**src/lut_bus_pkg.sv**
```systemverilog
/*
 package of constants for the lookup-table bus access control block.
 assumes: bus strobes are active-high levels asynchronous to core_clk.
*/
// Functional notes
// RULE_01: data drivers receive unless a table read
// RULE_02: counter loads from data or increments
// RULE_03: decode five selects from bus address
// RULE_04: address bit 0 picks low/high byte
// RULE_05: source flags at byte 800A/800B
// RULE_06: destination flags at byte 800C/800D
// RULE_07: synced reset clears flags and read state
// RULE_08: counter addresses table during data transfers
// RULE_09: pixel data addresses otherwise; blank when selected
// RULE_10: grant ignored unless a flag set; resynced
// RULE_11: read strobe with data select drives bus
// RULE_12: read trailing edge with high select increments
// RULE_13: write leading edge high select writes table
// RULE_14: processor high write also increments counter
// RULE_15: write edge with flag select loads flags
// RULE_16: write edge with counter select loads counter
// RULE_17: into-table dma: destination flag, address, grant
// RULE_18: dma write strobe resynced, edge writes table
// RULE_19: dma write term drives acknowledge to sender
// RULE_20: write trailing edge increments; repeat while grant
// RULE_21: out-of-table dma: source flag, address, grant
// RULE_22: pending read sets read state, drives write
// RULE_23: synced acknowledge increments, withdraws pending read
// RULE_24: state drops on half-clock edge; wait release
// RULE_25: all async inputs synced before edge detection
package lut_bus_pkg;
   localparam int BUS_W = 16;
   localparam int CNT_W = 10;
   localparam int TBL_W = 12;
   localparam int SYNC_N = 6;
   localparam logic [15:0] CNT_BASE = 16'h8060;
   localparam logic [15:0] DATA_BASE = 16'h8062;
   localparam logic [15:0] SRC_BASE = 16'h800a;
   localparam logic [15:0] DST_BASE = 16'h800c;
   localparam int FLAG_LSB = 4;
   localparam logic [CNT_W-1:0] CNT_ONE = 10'h001;
   // sync channel indices
   localparam int CH_RD = 0;
   localparam int CH_WR = 1;
   localparam int CH_GNT = 2;
   localparam int CH_ACK = 3;
   localparam int CH_HALF = 4;
   localparam int CH_RST = 5;
   // register map
   localparam logic [3:0] CTRL_OFS = 4'h0;
   localparam logic [3:0] STAT_OFS = 4'h4;
   localparam int CTRL_EN = 0;
   localparam int CTRL_IDX = 1;
   localparam logic [2:0] CTRL_RST = 3'h0;
   localparam logic [1:0] RESP_OK = 2'h0;
   localparam logic [1:0] RESP_ERR = 2'h2;
   typedef enum logic [3:0] {
      RD_IDLE = 4'h1,
      RD_DRIVE = 4'h2,
      RD_ACKED = 4'h4,
      RD_RELEASE = 4'h8
   } rd_state_t;
endpackage : lut_bus_pkg

```
**src/sync_if.sv**
```systemverilog
/*
 carrier for synchronised levels and their edge pulses.
 assumes: one core_clk domain.
*/
`timescale 1ns/1ps
interface sync_if;
   logic [lut_bus_pkg::SYNC_N-1:0] level;
   logic [lut_bus_pkg::SYNC_N-1:0] rise;
   logic [lut_bus_pkg::SYNC_N-1:0] fall;
   modport src (output level, output rise, output fall);
   modport dst (input level, input rise, input fall);
endinterface : sync_if

```
**src/strobe_sync.sv**
```systemverilog
/*
 two-flop synchronisers with edge detection, one per asynchronous input.
 assumes: core_clk, synchronous active-low resetn.
*/
`timescale 1ns/1ps
module strobe_sync (
   input  wire logic                           core_clk,
   input  wire logic                           resetn,
   input  wire logic [lut_bus_pkg::SYNC_N-1:0] rawIn,
   sync_if.src                                 sy
);
   genvar i;
   generate
      for (i = 0; i < lut_bus_pkg::SYNC_N; i++) begin : g_ch
         logic meta_q;
         logic stage_q;
         logic prev_q;
         // edges come from the second and third flop, never the first
         always_ff @(posedge core_clk) begin
            if (!resetn) begin
               meta_q <= 1'b0;
               stage_q <= 1'b0;
               prev_q <= 1'b0;
            end else begin
               meta_q <= rawIn[i];
               stage_q <= meta_q;
               prev_q <= stage_q;
            end
         end
         assign sy.level[i] = stage_q; // RULE_25
         assign sy.rise[i] = stage_q & ~prev_q;
         assign sy.fall[i] = ~stage_q & prev_q;
      end
   endgenerate
endmodule : strobe_sync

```
**src/lut_bus_access_control.sv**
```systemverilog
/*
 bus-side control of a colour lookup table: data drivers, address counter,
 address decode, dma flags, processor and dma table transfers, axi4-lite
 control/status.
 assumes: table ram and pixel path outside; bus strobes active-high levels.
*/
`timescale 1ns/1ps
module lut_bus_access_control (
   input  wire logic                          core_clk,
   input  wire logic                          resetn,
   input  wire logic                          systemResetIn,
   input  wire logic                          halfClk,
   input  wire logic [15:0]                   busAddr,
   input  wire logic [lut_bus_pkg::BUS_W-1:0] busDataIn,
   output logic [lut_bus_pkg::BUS_W-1:0]      busDataOut,
   output logic                               busDataOeN,
   input  wire logic                          busReadStrobe,
   input  wire logic                          busWriteIn,
   output logic                               busWriteOut,
   output logic                               busWriteOeN,
   input  wire logic                          busDmaGrant,
   input  wire logic                          busAckIn,
   output logic                               busAckOut,
   output logic                               busAckOeN,
   input  wire logic [lut_bus_pkg::CNT_W-1:0] pixelData,
   input  wire logic [lut_bus_pkg::TBL_W-1:0] tableRdData,
   output logic [lut_bus_pkg::CNT_W-1:0]      tableAddr,
   output logic [lut_bus_pkg::TBL_W-1:0]      tableWrData,
   output logic                               tableRamWritePulse,
   output logic                               counterAddrSelect,
   output logic                               videoBlank,
   input  wire logic [31:0]                   s_axi_awaddr,
   input  wire logic                          s_axi_awvalid,
   output logic                               s_axi_awready,
   input  wire logic [31:0]                   s_axi_wdata,
   input  wire logic [3:0]                    s_axi_wstrb,
   input  wire logic                          s_axi_wvalid,
   output logic                               s_axi_wready,
   output logic [1:0]                         s_axi_bresp,
   output logic                               s_axi_bvalid,
   input  wire logic                          s_axi_bready,
   input  wire logic [31:0]                   s_axi_araddr,
   input  wire logic                          s_axi_arvalid,
   output logic                               s_axi_arready,
   output logic [31:0]                        s_axi_rdata,
   output logic [1:0]                         s_axi_rresp,
   output logic                               s_axi_rvalid,
   input  wire logic                          s_axi_rready
);
   sync_if sy ();
   strobe_sync u_sync (
      .core_clk (core_clk),
      .resetn   (resetn),
      .rawIn    ({systemResetIn, halfClk, busAckIn, busDmaGrant, busWriteIn, busReadStrobe}),
      .sy       (sy)
   );

   logic                    syncReset_q;
   logic [2:0]              ctrl_q;
   logic [lut_bus_pkg::CNT_W-1:0] counter_q;
   logic                    sourceFlag_q;
   logic                    destinationFlag_q;
   lut_bus_pkg::rd_state_t  rdState_q;
   logic                    readDmaStateB_q;
   logic                    selLoadAddr, selDataLow, selDataHigh, selSrcFlags, selDstFlags;
   logic                    grantSynced, writeSynced, pioOk, writeLeadingEdge;
   logic                    readLowByte, readHighByte, readDmaState, readTrailingEdge;
   logic                    addrCounterLoadEn, addrCounterIncr, pioTableWrite;
   logic                    srcFlagClock, dstFlagClock, dmaFlagActive, pioDataAccess;
   logic                    destinationDma, sourceDma, dmaWriteTerm, dmaTableWrite;
   logic                    dmaWriteIncr, dmaReadIncr, dmaReadPending, ackSynced;
   logic [1:0]              tableIdx;
   logic                    flagBit;
   logic                    localReset;
   logic                    enabled;

   // enable and table index come from the control register
   assign enabled = ctrl_q[lut_bus_pkg::CTRL_EN];
   assign tableIdx = ctrl_q[lut_bus_pkg::CTRL_IDX+:2];
   assign flagBit = busDataIn[lut_bus_pkg::FLAG_LSB + int'(tableIdx)];
   assign localReset = !resetn || syncReset_q;

   // byte address decode; bit 0 chooses the byte lane
   assign selLoadAddr = busAddr[15:1] == lut_bus_pkg::CNT_BASE[15:1]; // RULE_03
   assign selDataLow = (busAddr[15:1] == lut_bus_pkg::DATA_BASE[15:1]) && !busAddr[0]; // RULE_04
   assign selDataHigh = (busAddr[15:1] == lut_bus_pkg::DATA_BASE[15:1]) && busAddr[0]; // RULE_04
   assign selSrcFlags = busAddr[15:1] == lut_bus_pkg::SRC_BASE[15:1]; // RULE_05
   assign selDstFlags = busAddr[15:1] == lut_bus_pkg::DST_BASE[15:1]; // RULE_06

   assign grantSynced = sy.level[lut_bus_pkg::CH_GNT]; // RULE_10
   assign writeSynced = sy.level[lut_bus_pkg::CH_WR];
   assign ackSynced = sy.level[lut_bus_pkg::CH_ACK]; // RULE_23
   // processor cycles are ignored while a dma grant is honoured
   assign pioOk = enabled && !dmaFlagActive;
   assign writeLeadingEdge = sy.rise[lut_bus_pkg::CH_WR] && pioOk;
   assign readTrailingEdge = sy.fall[lut_bus_pkg::CH_RD] && pioOk; // RULE_12

   assign readLowByte = sy.level[lut_bus_pkg::CH_RD] && selDataLow && pioOk; // RULE_11
   assign readHighByte = sy.level[lut_bus_pkg::CH_RD] && selDataHigh && pioOk; // RULE_11
   assign readDmaState = (rdState_q == lut_bus_pkg::RD_DRIVE) || (rdState_q == lut_bus_pkg::RD_ACKED);

   assign addrCounterLoadEn = writeLeadingEdge && selLoadAddr; // RULE_16
   assign pioTableWrite = writeLeadingEdge && selDataHigh; // RULE_13
   assign srcFlagClock = writeLeadingEdge && selSrcFlags; // RULE_15
   assign dstFlagClock = writeLeadingEdge && selDstFlags; // RULE_15

   assign dmaFlagActive = enabled && grantSynced && (sourceFlag_q || destinationFlag_q); // RULE_10
   assign pioDataAccess = selDataLow || selDataHigh;
   assign destinationDma = dmaFlagActive && destinationFlag_q; // RULE_17
   assign sourceDma = dmaFlagActive && sourceFlag_q && !destinationFlag_q; // RULE_21
   assign dmaWriteTerm = writeSynced && destinationDma; // RULE_18
   assign dmaTableWrite = sy.rise[lut_bus_pkg::CH_WR] && destinationDma; // RULE_18
   assign dmaWriteIncr = sy.fall[lut_bus_pkg::CH_WR] && destinationDma; // RULE_20
   assign dmaReadPending = sourceDma && !ackSynced && (rdState_q == lut_bus_pkg::RD_IDLE);
   assign dmaReadIncr = sy.rise[lut_bus_pkg::CH_ACK] && readDmaStateB_q && (rdState_q == lut_bus_pkg::RD_DRIVE); // RULE_23

   // every source of an increment funnels into one pulse
   assign addrCounterIncr = (readTrailingEdge && selDataHigh) || pioTableWrite // RULE_14
                            || dmaWriteIncr || dmaReadIncr; // RULE_12

   always_ff @(posedge core_clk) begin
      if (!resetn) begin
         syncReset_q <= 1'b0;
      end else begin
         syncReset_q <= sy.level[lut_bus_pkg::CH_RST]; // RULE_07
      end
   end

   // a load wins over an increment landing in the same cycle
   always_ff @(posedge core_clk) begin
      if (!resetn) begin
         counter_q <= '0;
      end else if (addrCounterLoadEn) begin
         counter_q <= busDataIn[lut_bus_pkg::CNT_W-1:0]; // RULE_02
      end else if (addrCounterIncr) begin
         counter_q <= counter_q + lut_bus_pkg::CNT_ONE; // RULE_02
      end
   end

   always_ff @(posedge core_clk) begin
      if (localReset) begin
         sourceFlag_q <= 1'b0; // RULE_07
         destinationFlag_q <= 1'b0;
      end else begin
         if (srcFlagClock) begin
            sourceFlag_q <= flagBit; // RULE_15
         end
         if (dstFlagClock) begin
            destinationFlag_q <= flagBit; // RULE_15
         end
      end
   end

   // dma read handshake: drive, see acknowledge, drop on half clock, wait release
   always_ff @(posedge core_clk) begin
      if (localReset) begin
         rdState_q <= lut_bus_pkg::RD_IDLE; // RULE_07
      end else begin
         case (rdState_q)
            lut_bus_pkg::RD_IDLE: begin
               if (dmaReadPending) begin
                  rdState_q <= lut_bus_pkg::RD_DRIVE; // RULE_22
               end
            end
            lut_bus_pkg::RD_DRIVE: begin
               if (dmaReadIncr) begin
                  rdState_q <= lut_bus_pkg::RD_ACKED; // RULE_23
               end else if (!sourceDma) begin
                  rdState_q <= lut_bus_pkg::RD_IDLE;
               end
            end
            lut_bus_pkg::RD_ACKED: begin
               if (sy.rise[lut_bus_pkg::CH_HALF] || sy.fall[lut_bus_pkg::CH_HALF]) begin
                  rdState_q <= lut_bus_pkg::RD_RELEASE; // RULE_24
               end
            end
            lut_bus_pkg::RD_RELEASE: begin
               if (!ackSynced) begin
                  rdState_q <= lut_bus_pkg::RD_IDLE; // RULE_24
               end
            end
            default: rdState_q <= lut_bus_pkg::RD_IDLE;
         endcase
      end
   end

   // delayed copy keeps the write strobe behind valid data
   always_ff @(posedge core_clk) begin
      if (localReset) begin
         readDmaStateB_q <= 1'b0;
      end else begin
         readDmaStateB_q <= readDmaState; // RULE_22
      end
   end

   always_ff @(posedge core_clk) begin
      if (!resetn) begin
         busDataOut <= '0;
         busDataOeN <= 1'b1;
      end else begin
         busDataOut <= {{(lut_bus_pkg::BUS_W-lut_bus_pkg::TBL_W){1'b0}}, tableRdData}; // RULE_11
         busDataOeN <= !(readLowByte || readHighByte || readDmaState); // RULE_01
      end
   end

   always_ff @(posedge core_clk) begin
      if (!resetn) begin
         busWriteOut <= 1'b0;
         busWriteOeN <= 1'b1;
         busAckOut <= 1'b0;
         busAckOeN <= 1'b1;
      end else begin
         busWriteOut <= readDmaStateB_q;
         busWriteOeN <= !readDmaStateB_q; // RULE_22
         busAckOut <= dmaWriteTerm;
         busAckOeN <= !dmaWriteTerm; // RULE_19
      end
   end

   // table address switches before the data moves; video is blanked meanwhile
   always_ff @(posedge core_clk) begin
      if (!resetn) begin
         counterAddrSelect <= 1'b0;
         videoBlank <= 1'b0;
         tableAddr <= '0;
         tableWrData <= '0;
         tableRamWritePulse <= 1'b0;
      end else begin
         counterAddrSelect <= dmaFlagActive || (pioDataAccess && enabled); // RULE_08
         videoBlank <= dmaFlagActive || (pioDataAccess && enabled); // RULE_09
         tableAddr <= (dmaFlagActive || (pioDataAccess && enabled)) ? counter_q : pixelData; // RULE_09
         tableWrData <= busDataIn[lut_bus_pkg::TBL_W-1:0];
         tableRamWritePulse <= pioTableWrite || dmaTableWrite; // RULE_13
      end
   end

   // axi4-lite slave; address and data may arrive in either order
   logic       awHeld_q, wHeld_q;
   logic [3:0] awOfs_q;
   logic [31:0] wData_q;
   logic [3:0] wStrb_q;
   logic       wrGo;
   assign wrGo = awHeld_q && wHeld_q && !s_axi_bvalid;

   always_ff @(posedge core_clk) begin
      if (!resetn) begin
         awHeld_q <= 1'b0;
         wHeld_q <= 1'b0;
         awOfs_q <= '0;
         wData_q <= '0;
         wStrb_q <= '0;
         s_axi_awready <= 1'b1;
         s_axi_wready <= 1'b1;
         s_axi_bvalid <= 1'b0;
         s_axi_bresp <= lut_bus_pkg::RESP_OK;
         ctrl_q <= lut_bus_pkg::CTRL_RST;
      end else begin
         if (s_axi_awvalid && s_axi_awready) begin
            awHeld_q <= 1'b1;
            awOfs_q <= s_axi_awaddr[3:0];
            s_axi_awready <= 1'b0;
         end
         if (s_axi_wvalid && s_axi_wready) begin
            wHeld_q <= 1'b1;
            wData_q <= s_axi_wdata;
            wStrb_q <= s_axi_wstrb;
            s_axi_wready <= 1'b0;
         end
         if (wrGo) begin
            awHeld_q <= 1'b0;
            wHeld_q <= 1'b0;
            s_axi_bvalid <= 1'b1;
            if (awOfs_q == lut_bus_pkg::CTRL_OFS) begin
               s_axi_bresp <= lut_bus_pkg::RESP_OK;
               if (wStrb_q[0]) begin
                  ctrl_q <= wData_q[2:0];
               end
            end else if (awOfs_q == lut_bus_pkg::STAT_OFS) begin
               s_axi_bresp <= lut_bus_pkg::RESP_OK;
            end else begin
               s_axi_bresp <= lut_bus_pkg::RESP_ERR;
            end
         end
         if (s_axi_bvalid && s_axi_bready) begin
            s_axi_bvalid <= 1'b0;
            s_axi_awready <= 1'b1;
            s_axi_wready <= 1'b1;
         end
      end
   end

   always_ff @(posedge core_clk) begin
      if (!resetn) begin
         s_axi_arready <= 1'b1;
         s_axi_rvalid <= 1'b0;
         s_axi_rdata <= '0;
         s_axi_rresp <= lut_bus_pkg::RESP_OK;
      end else if (s_axi_arvalid && s_axi_arready) begin
         s_axi_arready <= 1'b0;
         s_axi_rvalid <= 1'b1;
         s_axi_rresp <= lut_bus_pkg::RESP_OK;
         if (s_axi_araddr[3:0] == lut_bus_pkg::CTRL_OFS) begin
            s_axi_rdata <= {29'h0, ctrl_q};
         end else if (s_axi_araddr[3:0] == lut_bus_pkg::STAT_OFS) begin
            s_axi_rdata <= {12'h0, rdState_q, grantSynced, readDmaState, destinationFlag_q, sourceFlag_q,
                            2'h0, counter_q};
         end else begin
            s_axi_rdata <= '0;
            s_axi_rresp <= lut_bus_pkg::RESP_ERR;
         end
      end else if (s_axi_rvalid && s_axi_rready) begin
         s_axi_rvalid <= 1'b0;
         s_axi_arready <= 1'b1;
      end
   end
endmodule : lut_bus_access_control

```
**config.mk**
```make
export PLATFORM = sky130hd
export DESIGN_NAME = lut_bus_access_control
export DESIGN_NICKNAME = d
export VERILOG_FILES = /design/src/lut_bus_pkg.sv /design/src/sync_if.sv /design/src/strobe_sync.sv /design/src/lut_bus_access_control.sv
export SDC_FILE = /design/constraint.sdc
export NUM_CORES = 1
export LEC_CHECK = 0
export BUFFER_PORTS_ARGS = -buffer_cell sky130_fd_sc_hd__buf_4
export CORE_MARGIN = 2
export CORE_UTILIZATION = 43
export DETAILED_ROUTE_END_ITERATION = 10
export PLACE_DENSITY = 0.8
export SLEW_MARGIN = 20
export SYNTH_ARGS = -nofsm -noshare
export SYNTH_HDL_FRONTEND = slang
export SYNTH_SLANG_ARGS = --single-unit
export TNS_END_PERCENT = 30
```
**constraint.sdc**
```tcl
create_clock -name core_clk -period 3.25 [get_ports core_clk]
set_clock_uncertainty 0.1 [all_clocks]
set_input_delay 0.975 -clock core_clk [delete_from_list [all_inputs] [get_ports core_clk]]
set_output_delay 0.975 -clock core_clk [all_outputs]
set_load 0.01 [all_outputs]
```
; ---- Yosys cells after proc, flatten, opt, wreduce, memory -nomap -nowiden
; Index checks and enable logic that the tools add are counted.
; W data, S select, Z words.
[word_totals]
register_bits = 133
inputBits = 167
out_inout_bits = 87
[op_classes]
addsub = 2
magnitude_cmp = 1
n_eq_ne = 14
n_mux = 22
bitwise_logic = 13
n_reduce_logical = 63
[ops]
columns = cell, n
row1 = $eq A15 B15 Y1 const B, 4
row2 = $mux W20, 2
row3 = $logic_and A1 B1 Y1, 34
row4 = $mux W10, 3
row5 = $mux W4, 5
row6 = $pmux W4 S4, 1
row7 = $eq A4 B3 Y1 const B, 3
row8 = $logic_or A1 B1 Y1, 12
row9 = $add A10 B1 Y10 const B, 1
row10 = $logic_not A1 Y1, 9
row11 = $logic_not A4 Y1, 2
row12 = $mux W2, 4
row13 = $not A1 Y1, 7
row14 = $and A1 B1 Y1, 6
row15 = $mux W1, 6
row16 = $lt A4 B5 Y1 const B, 1
row17 = $add A3 B2 Y4 const A, 1
row18 = $bmux W1 S4, 1
row19 = $eq A4 B1 Y1 const B, 1
row20 = $eq A4 B2 Y1 const B, 1
row21 = $eq A4 B4 Y1 const B, 1
row22 = $ne A2 B2 Y1 const B, 2
row23 = $reduce_and A4 Y1, 1
row24 = $reduce_bool A2 Y1, 2
row25 = 4 further kinds, 5

; ---- Depth between registers and ports, before layout
; Gate-level depths: netlist of run 1.
[depth]
depth_word = 11
depth_mapped = 7

; ---- Cells and area by module
; Synthesis of run 1 repeated with hierarchy kept, for this count alone.
[unflattened]
cells_unflattened = 458
hier_area_um2 = 4388.0
[modules_own_cells]
columns = mod, n_inst, cells_each, area_per_inst_um2, seq_area_each_um2
row1 = lut_bus_access_control, 1, 403, 3766.1, 1941.9
row2 = strobe_sync, 1, 55, 621.8, 360.3

; ---- Worst setup path after synthesis of run 1
; No wires, ideal clock.
[synth_timing]
path_type = input to register
startpoint = input busAddr[9]
endpoint = register counter_q[6] (netlist name)
setup_time_ns = 0.122
t_arrival_ns = 2.419
required_ns = 3.028
slack_ns = 0.608
stages = 6
n_path_buf = 0
path_cell_list = nor4_2 -> nand3_2 -> o41ai_4 -> nand3_1 -> xor2_1 -> o22ai_2
[synth_between]
elab_chain_cells = 7
word_cells_on_any_way = 11
cone_classes = eq/ne: 2 / mux: 1 / reduce/logical: 8
[synth_rtl]
columns = element, line_no
row1 = start: declaration, lut_bus_access_control.sv:13  ; input wire logic [15:0] busAddr,
row2 = $eq A15 B15 Y1, lut_bus_access_control.sv:86  ; assign selDataHigh = (busAddr[15:1] == lut_bus_pkg::DATA_BASE[15:1]) && busAddr[0];
row3 = $logic_and A1 B1 Y1, lut_bus_access_control.sv:86
row4 = $logic_and A1 B1 Y1 (on tied branches), "lut_bus_access_control.sv:118, lut_bus_access_control.sv:103"
row5 = $logic_or A1 B1 Y1, lut_bus_access_control.sv:118  ; assign addrCounterIncr = (readTrailingEdge && selDataHigh) || pioTableWrite
row6 = $logic_or A1 B1 Y1 (2 in series), lut_bus_access_control.sv:119  ; || dmaWriteIncr || dmaReadIncr;
row7 = $reduce_bool A2 Y1 (no source line), --
row8 = end signal: assignment, lut_bus_access_control.sv:134  ; counter_q <= busDataIn[lut_bus_pkg::CNT_W-1:0];
row9 = end signal: assignment, lut_bus_access_control.sv:136  ; counter_q <= counter_q + lut_bus_pkg::CNT_ONE;
row10 = end: declaration, lut_bus_access_control.sv:60  ; logic [lut_bus_pkg::CNT_W-1:0] counter_q;
; Parallel ways exist; a longest one is shown, timed or not.
; A chain may end at the register's enable or synchronous reset.

; ---- Worst setup path in the final report of run 1
[layout_timing]
startpoint = input busAddr[4]
endpoint = register counter_q[3] (netlist name)
; The elaborated chain is that of the path after synthesis.

==> results of run 1 <==
## state kept, by name, indices dropped and copies added, names as in the netlist, 4 cells and up
register and flops:
s_axi_rdata 18, rdState_q 4, u_sync.g_ch.prev_q 4, awOfs_q 4, u_sync.g_ch.stage_q 6, busDataOut 12, u_sync.g_ch.meta_q 6, tableAddr 10
tableWrData 12, counter_q 10
## critical path, cell delays in order
cell	delay (ns)
buf_4	0.12
nor4_4	0.34
nand2_1	0.13
or4_1	0.73
nand2_1	0.30
o22ai_1	0.14
## per-stage QoR
| stage | std cells | util [%] | instance area (um^2) | setup slack, ns | hold WS [ns] |
|---|---|---|---|---|---|
| 2_1_floorplan | 460 | - | 4280 | 0.608 | 0.273 |
| 3_3_place_gp | 701 | 55.2 | 5320 | 0.345 | 0.297 |
| 3_5_place_dp | 701 | 55.2 | 5320 | 0.336 | 0.306 |
| 4_1_cts | 732 | 61.1 | 5890 | 0.836 | 0.316 |
| 5_1_grt | 732 | 61.1 | 5890 | 0.690 | 0.334 |
| 6_report | 732 | 61.1 | 5890 | 0.802 | 0.310 |
## cell families (layout without fill, tap and decap cells)
group                      count (synthesis)  in the layout  synth area share, %
and+or+nand+nor                          177            177                 22.8
muxes                                     11             11                 3.00
xor gates and xnor gates                  10             10                 2.08
buffers and inverters                     54            193                 6.95
AOI/OAI and AO/OA                         74             74                 11.1
adders and majority gates                  1              1                0.297
other                                      1             20               0.0890
DFF                                      113            113                 53.7
## worst max path at each step
stage                     slack [ns]                   endpoint  cells past startpoint
after detailed placement        0.34  counter_q[2]$_SDFFE_PN0P_                      6
after global placement          0.34  counter_q[1]$_SDFFE_PN0P_                      6
after CTS                       0.84  counter_q[3]$_SDFFE_PN0P_                      6
after global routing            0.69  counter_q[3]$_SDFFE_PN0P_                      6
after floorplan                 0.61  counter_q[6]$_SDFFE_PN0P_                      6
final                           0.80  counter_q[3]$_SDFFE_PN0P_                      6
## cell usage after synthesis (all sizes together) (6+ instances only)
cell	count
a21oi	34
a22oi	17
and2	37
buf	24
clkbuf	15
dfxtp	113
inv	15
mux2i	7
nand2	43
nand3	25
nand4	6
nor2	32
o21ai	13
o22ai	6
xor2	8
## area by class of cell
| type | instances | area, um^2 | share of cell area [%] |
|---|---|---|---|
| Timing Repair Buffer | 147 | 1100 | 18.8 |
| Clock buffer | 21 | 459 | 7.80 |
| Multi-Input combinational cell | 293 | 1730 | 29.4 |
| Inverter | 15 | 56.3 | 0.957 |
| Tap cell | 133 | 166 | 2.83 |
| Clock inverter | 10 | 110 | 1.87 |
| Sequential cell | 113 | 2260 | 38.4 |
## power groups by stage
stage | registers [W] | logic (W) | clock network (W)
finish | 0.00149 | 0.000317 | 0.00176
detailed placement | 0.00151 | 0.000313 | 0
floorplan | 0.00152 | 0.000160 | 0
CTS | 0.00149 | 0.000316 | 0.00179
global route | 0.00149 | 0.000349 | 0.00186
global placement | 0.00151 | 0.000297 | 0
## metal layers
metal,part of all wire (%),GRT usage [%],up-vias
li1,-,-,1757
met1,41,23.8,1677
met2,50,34.5,163
met3,8.1,7.19,19
met4,1.6,8.10,0
met5,0,0,-
==> impl_metrics.env, run 1 <==
export IMPL_reg2regPathDepth=6
export IMPL_portBuffers=141
export IMPL_synth_area_leaders="dfxtp_1 54%, and2_1 5.3%, buf_4 4.3%"
export IMPL_finalSetupTns_ns=0
export IMPL_dp_hpwl_mm=7.33
export IMPL_rows=36
export IMPL_drive_gt1_share_pct=32.6
export IMPL_drcViolationCount=0
export IMPL_fin_crit_ns=2.45
export IMPL_crit_fanout=11
export IMPL_whs_path_depth=1
export IMPL_status="finished clean"
export IMPL_combPwrFrac_pct=8.9
export IMPL_worst_slew_pin_slew_ns=0.821
export IMPL_syn_area_um2=4210
export IMPL_die_w_um=103
export IMPL_area_growth_pct=39.8
export IMPL_cts_path_max_buffers=2
export IMPL_grt_pass1_wl_mm=16.6
export IMPL_p_per_area_nw_per_um2=605
export IMPL_seqPwrFrac_pct=41.7
export IMPL_finalPower_w=0.00356
export IMPL_path_class="primary input to flop"
export IMPL_holdBufCountCts=0
export IMPL_clock_fmax_mhz=408
export IMPL_insertion_delay_ns=0.52
export IMPL_hold_viol_final=0
export IMPL_worstSetupStartpointType="primary input"
export IMPL_drv_cap=0
export IMPL_mostFrequentLayoutCells="147 x buf_4, 113 x dfxtp_1, 43 x nand2_1, 36 x and2_1, 34 x a21oi_1"
export IMPL_root_buffer="clkbuf_8"
export IMPL_cts_resized=0
export IMPL_diodes=0
export IMPL_p_int_w=0.00274
export IMPL_cts_buffers=17
export IMPL_first_pass_iters=4
export IMPL_cts_htree_levels=4
export IMPL_synth_cell_type_count=46
export IMPL_rsz0062_at_grt="no"
export IMPL_syn_inst=441
export IMPL_fin_crit_sh_pct=75.3
export IMPL_irDropWorstVdd_mv=0.312
export IMPL_ant_nets=0
export IMPL_r2r_setup_slack_ns=0.97
export IMPL_overflow=0
export IMPL_synth_top_area_cell="dfxtp_1"
export IMPL_ys_seq_area_share_pct=53.7
export IMPL_routedWlPerCell_um=14.4
export IMPL_n_fill_cell=850
export IMPL_antenna_found_initial=0
export IMPL_switching_share_pct=23.1
export IMPL_die_h_um=103
export IMPL_reg2reg_to="rdState_q[1]$_SDFFE_PP0P_"
export IMPL_switchingPower_w=0.000822
export IMPL_core_area_um2=9640
export IMPL_crit_required_ns=3.53
export IMPL_pin_count=254
export IMPL_worstSetupStartpoint="busAddr[4]"
export IMPL_reg2reg_from="ctrl_q[0]$_SDFFE_PN0P_"
export IMPL_synthFlopType="dfxtp_1"
export IMPL_start_util_pct=43.7
export IMPL_grt_max_degree=52
export IMPL_viasPerCell=4.94
export IMPL_drt_initial_drc_count=111
export IMPL_min_from="readDmaStateB_q$_SDFF_PP0_"
export IMPL_wirelength_mm=10.6
export IMPL_power_share_clock_pct=49.4
export IMPL_synth_edf_count=0
export IMPL_hold_class="flop to flop"
export IMPL_clock_sinks=113
export IMPL_synth_avg_cell_area_um2=9.55
export IMPL_layout_commonest_cell="buf_4"
export IMPL_vias=3616
export IMPL_p_leak_nw=2.67
export IMPL_ys_ff_latch=113
export IMPL_relSlewSlack_pct=45.3
export IMPL_report_final_slew_viol_count=0
export IMPL_fin_nets=755
export IMPL_gp_congestion=0.925
export IMPL_path_clk_slew_ns=0.05
export IMPL_die_area_um2=10600
export IMPL_hold_end="busWriteOeN$_SDFF_PN1_"
export IMPL_netlist_area_leader_share_pct=53.7
export IMPL_cts_tree="built"
export IMPL_worst_setup_path_end_kind="flop"
export IMPL_critPathArrivalTime_ns=2.73
export IMPL_finalSetupViolCount=0
export IMPL_grt_pass1_vias=3488
export IMPL_postCtsSetupBuffers=0
export IMPL_track_usage_pct=20.5
export IMPL_async_reset_ff_share_pct=0
export IMPL_yosys_warnings=0
Power figures use the tool's default switching activity.
==> run 2: changes to the inputs <==
- CORE_UTILIZATION: 43 -> 39
- PLACE_DENSITY: 0.8 -> 0.76
- clock period: 3.25 -> 2.14 ns (I/O delays scaled with it)
==> impl_metrics.env, run 2 (synthesized netlist as in run 1, its figures left out) <==
export IMPL_layout_commonest_cell="buf_4"
export IMPL_crit_path_max_incr_delay_ns=0.36
export IMPL_setup_ws_ns=0.171
export IMPL_post_route_util_pct=57.9
export IMPL_drcViolationCount=0
export IMPL_antenna_found_initial=0
export IMPL_largest_reg_flops=18
export IMPL_cts_resized=0
export IMPL_pin_count=254
export IMPL_cp_num_buf_inv=1
export IMPL_design_area_um2=6030
export IMPL_die_w_um=108
export IMPL_gp_congestion=0.831
export IMPL_path_clk_slew_ns=0.06
export IMPL_track_usage_pct=18.2
export IMPL_insertion_delay_ns=0.51
export IMPL_postCtsSetupBuffers=0
export IMPL_hold_class="primary input to flop"
export IMPL_core_area_um2=10400
export IMPL_grt_max_degree=39
export IMPL_grt_pass1_wl_mm=16.3
export IMPL_finalPower_w=0.00552
export IMPL_place_inst=717
export IMPL_dp_hpwl_mm=7.69
export IMPL_placed_cell_area_um2=5440
export IMPL_path_class="flop to flop"
export IMPL_portBuffers=141
export IMPL_die_area_um2=11600
export IMPL_viasPerCell=4.84
export IMPL_die_h_um=108
export IMPL_report_final_slew_viol_count=0
export IMPL_p_per_area_nw_per_um2=915
export IMPL_drv_cap=0
export IMPL_clock_fmax_mhz=508
export IMPL_whs_path_depth=2
export IMPL_drive_gt1_share_pct=33.9
export IMPL_status="finished clean"
export IMPL_routedWlPerCell_um=13.9
export IMPL_root_buffer="clkbuf_8"
export IMPL_fin_crit_ns=1.97
export IMPL_worstSetupStartpointType="flop"
export IMPL_cts_buffers=17
export IMPL_finalSetupViolCount=0
export IMPL_clock_sinks=113
export IMPL_path_cells="o21ai_2 -> nand4_2 -> o41ai_4 -> buf_4 -> nand4_1 -> xor2_1 -> a21oi_1"
export IMPL_reg2regPathDepth=7
export IMPL_irDropWorstVdd_mv=0.545
export IMPL_top_register="s_axi_rdata"
export IMPL_hold_viol_final=0
export IMPL_holdBufCountCts=0
export IMPL_crit_required_ns=2.47
export IMPL_crit_fanout=10
export IMPL_wirelength_mm=10.4
export IMPL_rsz0062_at_grt="no"
export IMPL_r2r_setup_slack_ns=0.17
export IMPL_reg_largest_list="s_axi_rdata x18, busDataOut x12, tableWrData x12"
export IMPL_reg2reg_to="counter_q[5]$_SDFFE_PN0P_"
export IMPL_vias=3624
export IMPL_cts_htree_levels=4
export IMPL_fin_crit_sh_pct=92.0
export IMPL_dp_slack_ns=-0.322
export IMPL_fin_nets=768
export IMPL_min_from="tableRdData[8]"
export IMPL_hold_end="busDataOut[8]$_SDFF_PN0_"
export IMPL_cts_tree="built"
export IMPL_reg2reg_from="destinationFlag_q$_SDFFE_PP0P_"
export IMPL_ant_nets=0
export IMPL_critPathTopFamily="compound AO/OA/AOI/OAI gates"
export IMPL_grt_pass1_vias=3556
export IMPL_first_pass_iters=4
export IMPL_n_fill_cell=927
export IMPL_p_leak_nw=2.74
export IMPL_cts_path_max_buffers=2
export IMPL_layout_cells_non_filler=749
export IMPL_worst_setup_path_end_kind="flop"
export IMPL_start_util_pct=40.4
export IMPL_area_growth_pct=43.2
export IMPL_mostFrequentLayoutCells="159 x buf_4, 113 x dfxtp_1, 43 x nand2_1, 36 x and2_1, 34 x a21oi_1"
export IMPL_rows=37
export IMPL_overflow=0
export IMPL_drt_initial_drc_count=165
export IMPL_slowest_stage="dfxtp_1"
export IMPL_diodes=0
export IMPL_critPathArrivalTime_ns=2.30
run 2: cell count changes in the layout (fill, tap and decap cells not counted), sizes merged:
cell	before	now
inv	15	17
clkinv	4	1
clkinvlp	4	6
bufinv	2	3
buf	147	160
clkbuf	21	20
run 2: where the power goes:
part / leakage (nW) / internal (W) / total (W) / switching (W)
clock: 0.270 / 0.00181 / 0.00278 / 0.000973
combinational: 1.54 / 0.000245 / 0.000485 / 0.000240
sequential: 0.927 / 0.00220 / 0.00226 / 0.0000624
run 2: worst max-delay path by stage:
stage	end	slack, ns	start	depth (start not counted)
global placement	counter_q[6]$_SDFFE_PN0P_	-0.30	busAddr[4]	8
finish	counter_q[5]$_SDFFE_PN0P_	0.17	destinationFlag_q$_SDFFE_PP0P_	7
floorplan	counter_q[6]$_SDFFE_PN0P_	-0.15	busAddr[4]	6
detailed placement	counter_q[9]$_SDFFE_PN0P_	-0.32	busAddr[4]	8
CTS	counter_q[5]$_SDFFE_PN0P_	0.15	destinationFlag_q$_SDFFE_PP0P_	7
global route	counter_q[3]$_SDFFE_PN0P_	0.03	u_sync.g_ch[1].stage_q$_SDFF_PN0_	5
run 2: area by class of cell:
| type | instances | area (um^2) | area share, % |
|---|---|---|---|
| Clock buffer | 20 | 435 | 7.22 |
| Clock inverter | 12 | 158 | 2.61 |
| Inverter | 15 | 56.3 | 0.933 |
| Multi-Input combinational cell | 293 | 1740 | 28.8 |
| Sequential cell | 113 | 2260 | 37.5 |
| Tap cell | 136 | 170 | 2.82 |
| Timing Repair Buffer | 160 | 1210 | 20.1 |
run 2: metal layers:
layer	track usage [%]	vias up	share of wire [%]
li1	-	1778	-
met1	20.7	1696	41
met2	31.0	138	50
met3	6.66	12	7.3
met4	7.42	0	1.1
met5	0	-	0
run 2: per-stage QoR:
| step | setup TNS (ns) | hold slack, ns |
|---|---|---|
| after floorplan | -1.05 | 0.273 |
| after global placement | -3.84 | 0.297 |
| after global routing | 0 | 0.212 |
| final | 0 | 0.231 |
| after CTS | 0 | 0.205 |
| after detailed placement | -4.12 | 0.309 |
